### config.mk
export PLATFORM = sky130hd
export DESIGN_NAME = bir_regs
export DESIGN_NICKNAME = d
export VERILOG_FILES = /design/src/common/bir_pkg.sv /design/src/bir_rst_seq.sv /design/src/bir_variant_word.sv /design/src/bir_regs.sv
export SDC_FILE = /design/constraint.sdc
export NUM_CORES = 1
export LEC_CHECK = 0
export BUFFER_PORTS_ARGS = -buffer_cell sky130_fd_sc_hd__buf_2
export CAP_MARGIN = 40
export CORE_MARGIN = 2
export CORE_UTILIZATION = 25
export CTS_CLUSTER_DIAMETER = 50
export DETAILED_ROUTE_END_ITERATION = 12
export GPL_TIMING_DRIVEN = 0
export PLACE_DENSITY_LB_ADDON = 0.2
export RECOVER_POWER = 50
export SETUP_SLACK_MARGIN = 0.05
export SLEW_MARGIN = 20
export SYNTH_ARGS = -nofsm -noshare
export SYNTH_HDL_FRONTEND = slang
export SYNTH_HIERARCHICAL = 1
export SYNTH_SLANG_ARGS = --single-unit
### constraint.sdc
create_clock -name clk -period 2.26 [get_ports clk]
set_clock_uncertainty 0.05 [all_clocks]
set_input_delay 0.226 -clock clk [delete_from_list [all_inputs] [get_ports clk]]
set_output_delay 0.226 -clock clk [all_outputs]
set_load 0.01 [all_outputs]
### src/common/bir_pkg.sv
// Constants of the board information and reset register bank
package bir_pkg;
    localparam int          REG_AW              = 16;
    localparam int          DATA_W              = 32;
    // Register indexes
    localparam logic [15:0] CMD_PORT_IDX        = 16'h0064;
    localparam logic [15:0] KERNEL_REV_IDX      = 16'h04BA;
    localparam logic [15:0] VARIANT_MOD_IDX     = 16'h0C3A;
    // Command codes
    localparam logic [31:0] FULL_BOARD_RESET_CODE = 32'h0000_0001;
    // Revision word fields
    localparam int          REV_MAJOR_LSB       = 24;
    localparam int          REV_MINOR_LSB       = 16;
    localparam int          REV_BUILD_LSB       = 0;
    // Variant word fields
    localparam int          BASE_VAR_LSB        = 0;
    localparam int          FE_VAR_LSB          = 8;
    localparam int          HUB_VAR_LSB         = 16;
    localparam logic [31:0] BASE_VAR_MASK       = 32'h0000_00FF;
    localparam logic [31:0] FE_VAR_MASK         = 32'h0000_FF00;
    localparam logic [31:0] HUB_VAR_MASK        = 32'h00FF_0000;
    // Length of the commanded board reset pulse in clock cycles
    localparam int          BOARD_RST_CYCLES    = 16;
    localparam logic [4:0]  BOARD_RST_LAST      = 5'h0F;
    localparam logic [31:0] ZERO_WORD           = 32'h0000_0000;
endpackage

### src/bir_rst_seq.sv
// Board reset pulse stretcher
`timescale 1ns/1ps
`default_nettype none
module bir_rst_seq (
    input  wire logic clk,
    input  wire logic rstn,
    input  wire logic start,
    output logic      board_rst
);
    import bir_pkg::*;
    logic [4:0] cnt;

    always_ff @(posedge clk) begin
        if (!rstn) begin
            cnt       <= 5'h00;
            board_rst <= 1'b0;
        end else if (start) begin
            cnt       <= 5'h00;
            board_rst <= 1'b1;
        end else if (board_rst) begin
            cnt       <= cnt + 5'h01;
            if (cnt == BOARD_RST_LAST) begin
                board_rst <= 1'b0;
            end
        end
    end

    a_pulse_length: assert property (@(posedge clk) disable iff (!rstn)
        $fell(board_rst) |-> $past(cnt) == BOARD_RST_LAST)
        else $error("board reset pulse too short");
endmodule
`default_nettype wire

### src/bir_variant_word.sv
// Packs the variant modification word
`timescale 1ns/1ps
`default_nettype none
module bir_variant_word (
    input  wire logic [7:0]  base_code,
    input  wire logic [7:0]  fe_code,
    input  wire logic [7:0]  hub_code,
    output logic      [31:0] word
);
    import bir_pkg::*;
    always_comb begin
        word = ZERO_WORD;
        word[BASE_VAR_LSB +: 8] = base_code;
        word[FE_VAR_LSB +: 8]   = fe_code;
        word[HUB_VAR_LSB +: 8]  = hub_code;
    end
endmodule
`default_nettype wire

### src/bir_regs.sv
// Board information registers and commanded board reset
`timescale 1ns/1ps
`default_nettype none
//////////////////////////////////////////////////////////////////////////////
module bir_regs (
    input  wire logic                   clk,
    input  wire logic                   rstn,
    input  wire logic [bir_pkg::REG_AW-1:0] reg_addr,
    input  wire logic                   reg_wr,
    input  wire logic                   reg_rd,
    input  wire logic [bir_pkg::DATA_W-1:0] reg_wdata,
    output logic      [bir_pkg::DATA_W-1:0] reg_rdata,
    output logic                        reg_rvalid,
    input  wire logic [7:0]             kernel_major,
    input  wire logic [7:0]             kernel_minor,
    input  wire logic [15:0]            kernel_build,
    input  wire logic [7:0]             base_card_variant_field,
    input  wire logic [7:0]             front_end_variant_field,
    input  wire logic [7:0]             hub_module_variant_field,
    input  wire logic                   mem_write_done,
    input  wire logic                   trig_out_req,
    input  wire logic                   clk_out_req,
    output logic                        board_rst_n,
    output logic                        sample_mem_valid,
    output logic                        trig_out_en,
    output logic                        clk_out_en
);
    import bir_pkg::*;

    //////////////////////////////////////////////////////////////////////////
    // Decoding
    function automatic logic hit(input logic [REG_AW-1:0] a, input logic [REG_AW-1:0] idx);
        hit = (a == idx);
    endfunction

    logic        board_rst;
    logic        reset_cmd;
    logic [31:0] variant_word;
    logic [31:0] kernel_word;
    logic [31:0] next_rdata;

    // Only a write of the reset code to the command port acts
    assign reset_cmd = reg_wr && hit(reg_addr, CMD_PORT_IDX)
                       && (reg_wdata == FULL_BOARD_RESET_CODE);

    //////////////////////////////////////////////////////////////////////////
    // Reset pulse
    bir_rst_seq u_rst (
        .clk       (clk),
        .rstn      (rstn),
        .start     (reset_cmd),
        .board_rst (board_rst)
    );

    // Same line as power-on reset drives the rest of the board
    assign board_rst_n = rstn && !board_rst;

    //////////////////////////////////////////////////////////////////////////
    // Information words
    bir_variant_word u_var (
        .base_code (base_card_variant_field),
        .fe_code   (front_end_variant_field),
        .hub_code  (hub_module_variant_field),
        .word      (variant_word)
    );

    always_comb begin
        kernel_word = ZERO_WORD;
        kernel_word[REV_MAJOR_LSB +: 8]  = kernel_major;
        kernel_word[REV_MINOR_LSB +: 8]  = kernel_minor;
        kernel_word[REV_BUILD_LSB +: 16] = kernel_build;
    end

    //////////////////////////////////////////////////////////////////////////
    // Read path; command port reads zero, writes elsewhere ignored
    always_comb begin
        next_rdata = ZERO_WORD;
        if (hit(reg_addr, KERNEL_REV_IDX)) begin
            next_rdata = kernel_word;
        end else if (hit(reg_addr, VARIANT_MOD_IDX)) begin
            next_rdata = variant_word;
        end
    end

    always_ff @(posedge clk) begin
        if (!rstn) begin
            reg_rdata  <= ZERO_WORD;
            reg_rvalid <= 1'b0;
        end else begin
            reg_rvalid <= reg_rd;
            if (reg_rd) begin
                reg_rdata <= next_rdata;
            end
        end
    end

    //////////////////////////////////////////////////////////////////////////
    // Memory validity: cleared by any reset, set by a completed write
    always_ff @(posedge clk) begin
        if (!rstn || board_rst || reset_cmd) begin
            sample_mem_valid <= 1'b0;
        end else if (mem_write_done) begin
            sample_mem_valid <= 1'b1;
        end
    end

    //////////////////////////////////////////////////////////////////////////
    // Output enables
    always_ff @(posedge clk) begin
        if (!rstn || board_rst || reset_cmd) begin
            trig_out_en <= 1'b0;
            clk_out_en  <= 1'b0;
        end else begin
            trig_out_en <= trig_out_req;
            clk_out_en  <= clk_out_req;
        end
    end

    //////////////////////////////////////////////////////////////////////////
    // Checks
    a_cmd_starts_rst: assert property (@(posedge clk) disable iff (!rstn)
        reset_cmd |=> board_rst && !board_rst_n)
        else $error("reset code did not start board reset");

    a_rst_holds_long: assert property (@(posedge clk) disable iff (!rstn)
        reset_cmd |=> !board_rst_n [*8])
        else $error("board reset not held");

    a_other_code_idle: assert property (@(posedge clk) disable iff (!rstn)
        reg_wr && (reg_wdata != FULL_BOARD_RESET_CODE) && !board_rst |=> board_rst_n)
        else $error("non-reset command caused reset");

    a_mem_invalid: assert property (@(posedge clk) disable iff (!rstn)
        reset_cmd |=> !sample_mem_valid [*2])
        else $error("memory still valid after reset");

    a_outputs_off: assert property (@(posedge clk) disable iff (!rstn)
        board_rst |=> !trig_out_en && !clk_out_en)
        else $error("outputs enabled during reset");

    a_kernel_read: assert property (@(posedge clk) disable iff (!rstn)
        reg_rd && hit(reg_addr, KERNEL_REV_IDX) |=>
        reg_rvalid && reg_rdata[31:24] == $past(kernel_major)
        && reg_rdata[15:0] == $past(kernel_build))
        else $error("kernel revision read wrong");

    a_variant_top: assert property (@(posedge clk) disable iff (!rstn)
        reg_rd && hit(reg_addr, VARIANT_MOD_IDX) |=>
        reg_rdata[31:24] == 8'h00 && reg_rdata[7:0] == $past(base_card_variant_field))
        else $error("variant word wrong");

    a_variant_hub: assert property (@(posedge clk) disable iff (!rstn)
        reg_rd && hit(reg_addr, VARIANT_MOD_IDX) |=>
        reg_rdata[23:16] == $past(hub_module_variant_field)
        && reg_rdata[15:8] == $past(front_end_variant_field))
        else $error("variant module bytes wrong");

    a_cmd_reads_zero: assert property (@(posedge clk) disable iff (!rstn)
        reg_rd && hit(reg_addr, CMD_PORT_IDX) |=> reg_rdata == 32'h0000_0000)
        else $error("command port not write-only");

    //////////////////////////////////////////////////////////////////////////
    // Helper state for the checks
    logic [4:0] rst_run;

    // Length of the current board reset pulse; a new reset code counts afresh
    always_ff @(posedge clk) begin
        if (!rstn) begin
            rst_run <= 5'h00;
        end else if (reset_cmd) begin
            rst_run <= 5'h00;
        end else if (board_rst) begin
            rst_run <= rst_run + 5'h01;
        end
    end

    //////////////////////////////////////////////////////////////////////////
    // Checks on pulse length, read path, memory flag and output enables
    a_rst_len: assert property (@(posedge clk) disable iff (!rstn)
        $fell(board_rst) |->
        rst_run == 5'(BOARD_RST_CYCLES))
        else $error("board reset pulse length wrong");

    a_pulse_bounded: assert property (@(posedge clk) disable iff (!rstn)
        board_rst |->
        rst_run < 5'(BOARD_RST_CYCLES))
        else $error("board reset pulse overran");

    a_rst_line_low: assert property (@(posedge clk) disable iff (!rstn)
        board_rst |->
        !board_rst_n)
        else $error("board reset line high during pulse");

    a_rst_pin_free: assert property (@(posedge clk) disable iff (!rstn)
        !board_rst |->
        board_rst_n)
        else $error("board reset line low without pulse");

    a_cmd_restarts: assert property (@(posedge clk) disable iff (!rstn)
        reset_cmd && board_rst |=>
        board_rst && rst_run == 5'h00)
        else $error("reset code during pulse did not restart it");

    a_ro_wr_ignored: assert property (@(posedge clk) disable iff (!rstn)
        reg_wr && !hit(reg_addr, CMD_PORT_IDX) && !board_rst |=>
        !board_rst)
        else $error("write to read-only index caused reset");

    a_read_no_rst: assert property (@(posedge clk) disable iff (!rstn)
        reg_rd && !reg_wr && !board_rst |=>
        !board_rst)
        else $error("read caused board reset");

    a_rdata_holds: assert property (@(posedge clk) disable iff (!rstn)
        !reg_rd |=>
        $stable(reg_rdata))
        else $error("read data changed without read");

    a_rvalid_follows: assert property (@(posedge clk) disable iff (!rstn)
        reg_rvalid |->
        $past(reg_rd))
        else $error("read valid without read");

    a_rvalid_single: assert property (@(posedge clk) disable iff (!rstn)
        !reg_rd |=>
        !reg_rvalid)
        else $error("read valid held too long");

    a_var_rvalid: assert property (@(posedge clk) disable iff (!rstn)
        reg_rd && hit(reg_addr, VARIANT_MOD_IDX) |=>
        reg_rvalid)
        else $error("variant read not answered");

    a_kernel_minor: assert property (@(posedge clk) disable iff (!rstn)
        reg_rd && hit(reg_addr, KERNEL_REV_IDX) |=>
        reg_rdata[REV_MINOR_LSB +: 8] == $past(kernel_minor))
        else $error("kernel minor field wrong");

    a_base_byte: assert property (@(posedge clk) disable iff (!rstn)
        reg_rd && hit(reg_addr, VARIANT_MOD_IDX) |=>
        reg_rdata[BASE_VAR_LSB +: 8] == $past(base_card_variant_field))
        else $error("base card byte wrong");

    a_front_byte: assert property (@(posedge clk) disable iff (!rstn)
        reg_rd && hit(reg_addr, VARIANT_MOD_IDX) |=>
        reg_rdata[FE_VAR_LSB +: 8] == $past(front_end_variant_field))
        else $error("front-end byte wrong");

    a_hub_byte: assert property (@(posedge clk) disable iff (!rstn)
        reg_rd && hit(reg_addr, VARIANT_MOD_IDX) |=>
        reg_rdata[HUB_VAR_LSB +: 8] == $past(hub_module_variant_field))
        else $error("hub module byte wrong");

    a_unmapped_zero: assert property (@(posedge clk) disable iff (!rstn)
        reg_rd && !hit(reg_addr, KERNEL_REV_IDX) && !hit(reg_addr, VARIANT_MOD_IDX) |=>
        reg_rdata == ZERO_WORD)
        else $error("unmapped read not zero");

    a_mem_held_off: assert property (@(posedge clk) disable iff (!rstn)
        board_rst |=>
        !sample_mem_valid)
        else $error("memory marked valid during reset");

    a_mem_set: assert property (@(posedge clk) disable iff (!rstn)
        mem_write_done && !board_rst && !reset_cmd |=>
        sample_mem_valid)
        else $error("completed write did not mark memory valid");

    a_mem_keeps: assert property (@(posedge clk) disable iff (!rstn)
        sample_mem_valid && !board_rst && !reset_cmd |=>
        sample_mem_valid)
        else $error("memory valid flag dropped without reset");

    a_cmd_outs_off: assert property (@(posedge clk) disable iff (!rstn)
        reset_cmd |=>
        !trig_out_en && !clk_out_en)
        else $error("outputs still enabled after reset code");

    a_trig_follows: assert property (@(posedge clk) disable iff (!rstn)
        !board_rst && !reset_cmd |=>
        trig_out_en == $past(trig_out_req))
        else $error("trigger output enable did not follow request");

    a_clk_follows: assert property (@(posedge clk) disable iff (!rstn)
        !board_rst && !reset_cmd |=>
        clk_out_en == $past(clk_out_req))
        else $error("clock output enable did not follow request");
endmodule
`default_nettype wire

Yosys cells after proc, flatten, opt, wreduce, memory -nomap -nowiden:

Cells that the tools add are included.
Widths: inputs -> output; s select.

* output and inout bits: 37
* register bits after elaboration: 42
* logic and storage cells: 27
* bits of input ports: 111

* eq/ne operators: 5
* reduce and logical (&&, ||, !) cells: 8
* $add $sub $neg: 1
* bitwise gates (word level): 1
* mux-type cells: 5

Operator list (number)
* $eq 32x1->1 const B: 1
* $mux 32: 1
* $mux 24: 1
* $eq 16x11->1 const B: 1
* $eq 16x12->1 const B: 1
* $eq 16x7->1 const B: 1
* $add 5x1->5 const B: 1
* $eq 5x4->1 const B: 1
* $logic_and 1x1->1: 3
* $mux 1: 3
* $logic_not 1->1: 2
* $logic_or 1x1->1: 2
* $reduce_or 2->1: 1
* $not 1->1: 1

Logic depth before layout (Yosys ltp):

* word-level depth: 4
* depth in mapped cells: 5
* mapped depth without buffers: 5

Modules after synthesis:

Netlist, hierarchy kept.

Modules (own cells, without submodules)
* bir_regs: area each 1801.7 um^2, cells an instance 226, times used 1, sequential area each 720.7 um^2
* bir_rst_seq: area each 272.8 um^2, cells an instance 27, times used 1, sequential area each 120.1 um^2
* bir_variant_word: area each 244.0 um^2, cells an instance 33, times used 1, sequential area each 0.0 um^2

Least setup slack after synthesis:

OpenSTA, ideal clock, no wires.

* path type: input -> register
* from: input reg_addr[13] (netlist bit)
* to: register u_rst.cnt[4]
* setup time: 125 ps
* buffers on the path: 0
* stages: 5
* setup slack: 299 ps
* arrival time: 1786 ps
* required time: 2085 ps
* path through: or4_4 > or3_4 > nor4_1 > nand2b_1 > a211oi_1

* cells in the longest elaborated chain, start to end: 4

Ends and longest elaborated chain
* from (decl): line bir_regs.sv:8 `input wire logic [bir_pkg::REG_AW-1:0] reg_addr,`
* $eq 16x7->1: line bir_regs.sv:33 `hit = (a == idx);`
* $logic_and 1x1->1: line bir_regs.sv:43 `assign reset_cmd = reg_wr && hit(reg_addr, CMD_PORT_IDX)`
* $logic_and 1x1->1: line bir_regs.sv:44 `&& (reg_wdata == FULL_BOARD_RESET_CODE);`
* via reset_cmd: line bir_regs.sv:37 `logic reset_cmd;`
* $reduce_or 2->1 (no source line)
* to (signal assigned): line bir_rst_seq.sv:21 `cnt <= cnt + 5'h01;`
* to (decl): line bir_rst_seq.sv:11 `logic [4:0] cnt;`

The timed path passes the listed nets, and every way through them passes these cells.
A chain may end at the register's enable or synchronous reset.

Final worst setup path:

Same ends and word-level chain as after synthesis.

==> reports/metrics.cfg <==
[power]
p_sw_share_pct=26.7
combPwrFrac_pct=16.7
vdd_drop_max_mv=0.193
power_leakage_nw=1.23
clkPwrFrac_pct=33.2
p_int_mw=1.15
pwr-share-seq_pct=50.1
switchingPower_uw=417
p_per_area_nw_per_um2=499

[routing]
num_vias=2631
drt_first_pass_iters=4
drtIter0Drc=59
wire_per_inst_um=15.2
wl_mm=8.08
vias_per_cell=4.94
antenna_left=0
drc=0

[cts]
path_clk_slew_ns=0.07
cts_made_buffers=5
clock_latency_ns=0.28
clock-sinks=42
cts_max_level=2
tritoncts=built
cts_setup_buffers=0
cts.repair.resized=0
hold_buffers=0
root_buffer=clkbuf_8
cts_buffer_depth=2

[final_layout]
final_common_cell=buf_2
final_net_count=534
instances_no_fill=533
area_growth_pct=35.2
design_area_um2=3130
drive_above_1_share_pct=32.0
layout_common_cells=buf_2, clkbuf_1, dfxtp_1
n_antenna_cell=0

[timing]
setup_viol=0
timing.hold.ws_ns=0.0978
finalMaxSlewViolations=0
hold_viol=0
max_freq_mhz=511
layout_setup_ws_ns=0.302
rsz0062_at_grt=no
worst_pin_slew_ns=0.661
min_period_ns=1.96
slew_headroom_pct=55.6
fin_crit_sh_pct=86.6
setup_tns_ns=0

[grt]
grt_use_total_pct=16.2
antenna_found_initial=0
grt_max_degree=13
grt_pass1_wl_mm=13.0
grt_overflow_total=0
grt_pass1_vias=2552

[placement]
dp_hpwl_mm=6.08
place_worst_setup_slack_ns=-0.0529
dp.cells=525
gp_congestion=0.775
place_area_um2=3090
portBuffers=121

[worst_setup_path]
critPathSlowestCell=or4_4
critical_path_required_ns=2.38
worstPathMaxFanout=4
crit_arrival_ns=2.08
cp-startpoint=reg_addr[13]
crit_chain=buf_2, or4_4, or3_4, nor4_1, nand2b_1, a211oi_1
reg2reg_from=u_rst/cnt[0]
cp_num_buf_inv=1
cp-start-kind=input pin
critical-path-max-stage-delay_ns=0.57
end_kind=flip-flop
critPathTopFamily=simple AND/OR/NAND/NOR gates
worst-setup-path-type=input pin to flip-flop

[floorplanning]
die_y_um=100
io_pins=148
start_util_pct=25.5
fp-row-count=35
dieWidth_um=100
die_area_um2=10100
coreArea_um2=9110

[yosys]
yosysSeqAreaShare_pct=36.3
synth_top_area_cell=dfxtp_1
synth.distinct_cells=38
synth_area_um2=2320
avgSynthCellArea_um2=8.11
ys_warn_count=6
ys_ff_latch=42
synth_top_area_share_pct=36.3
synthTopCellsByArea=dfxtp_1, buf_4, nand4_1, a31oi_1, nand3_1
netlist_instances=286

[worst_hold_path]
hold_class=input pin to flip-flop
min_from=trig_out_req

[run]
cap_violations=0

[run_status]
status=complete, no violations

==> metal layers <==
metal	up-vias	track usage, %	wire, µm
met1	1215	20.1	3470
met3	4	3.69	555
li1	1315	-	-
met2	97	28.4	4010
met4	0	3.48	46
met5	-	0	0
==> layout make-up <==
class | count | area [µm²]
Clock inverter | 1 | 5.00
Multi-Input combinational cell | 188 | 1140
Buffer | 59 | 350
Timing Repair Buffer | 121 | 559
Fill cell | 1019 | 5970
Sequential cell | 42 | 841
Tap cell | 111 | 139
Inverter | 4 | 15.0
Clock buffer | 7 | 86.3
==> sequential cells by signal (all words and copies together) (netlist names) <==
register / count
trig_out_en: 1
u_rst/cnt: 5
reg_rdata: 32
u_rst/board_rst: 1
sample_mem_valid: 1
clk_out_en: 1
reg_rvalid: 1
==> power by group through the flow <==
stage,sequential [mW],clock [mW],combinational (mW)
floorplan,0.815,0,0.116
global route,0.788,0.577,0.290
CTS,0.783,0.542,0.273
global placement,0.800,0,0.270
detailed placement,0.801,0,0.271
finish,0.784,0.520,0.261
==> synth_stat cells <==
library cell	instances
nor4_1	9
a31oi_1	31
nand2b_1	2
mux2i_1	2
nand2_1	2
or3b_1	1
inv_1	3
nor3b_2	1
buf_2	7
buf_4	32
a21oi_1	1
o21ai_0	30
nand4bb_1	1
nand3_1	32
clkbuf_1	20
nor3_2	1
and3_1	1
a41oi_1	1
or3_4	1
and4b_1	1
a21bo_1	1
nand3b_1	2
o21ai_1	2
nor2b_1	2
inv_2	1
conb_1	1
xnor2_1	1
o41ai_4	1
nand4_1	35
dfxtp_1	42
nor3_1	2
o21a_1	1
a211oi_1	1
or4_4	1
nor2_1	9
ha_1	2
nor4b_1	2
nand4b_1	1
==> per-stage QoR <==
stage / total power [mW] / utilization [%]
CTS: 1.60 / 34.9
global placement: 1.07 / 33.9
global route: 1.65 / 34.4
floorplan: 0.931 / -
detailed placement: 1.07 / 33.9
finish: 1.57 / 34.4
==> final timing paths <==
kind / endpoint / slack [ns] / cells past startpoint
setup / recovery: u_rst/cnt[4] / 0.30 / 6
hold / removal: trig_out_en / 0.1 / 3
setup reg to reg: u_rst/cnt[4] / 0.88 / 4
hold reg to reg: u_rst/cnt[4] / 0.43 / 2
==> worst register-to-register path, stage by stage (launching register included) <==
cell and delay (ns):
dfxtp_1 0.34, ha_1 0.23, and3_1 0.19, ha_1 0.27
a211oi_1 0.22
==> cells by family after synthesis <==
group           share of synthesized area, %
compound gates                          18.1
xor+xnor                               0.378
fa+ha+maj                               1.08
buf+inv                                 15.8
flops                                   36.3
mux                                    0.863
other cells                            0.162
simple gates                            27.4
No activity file was read; power rests on OpenSTA's default activity.
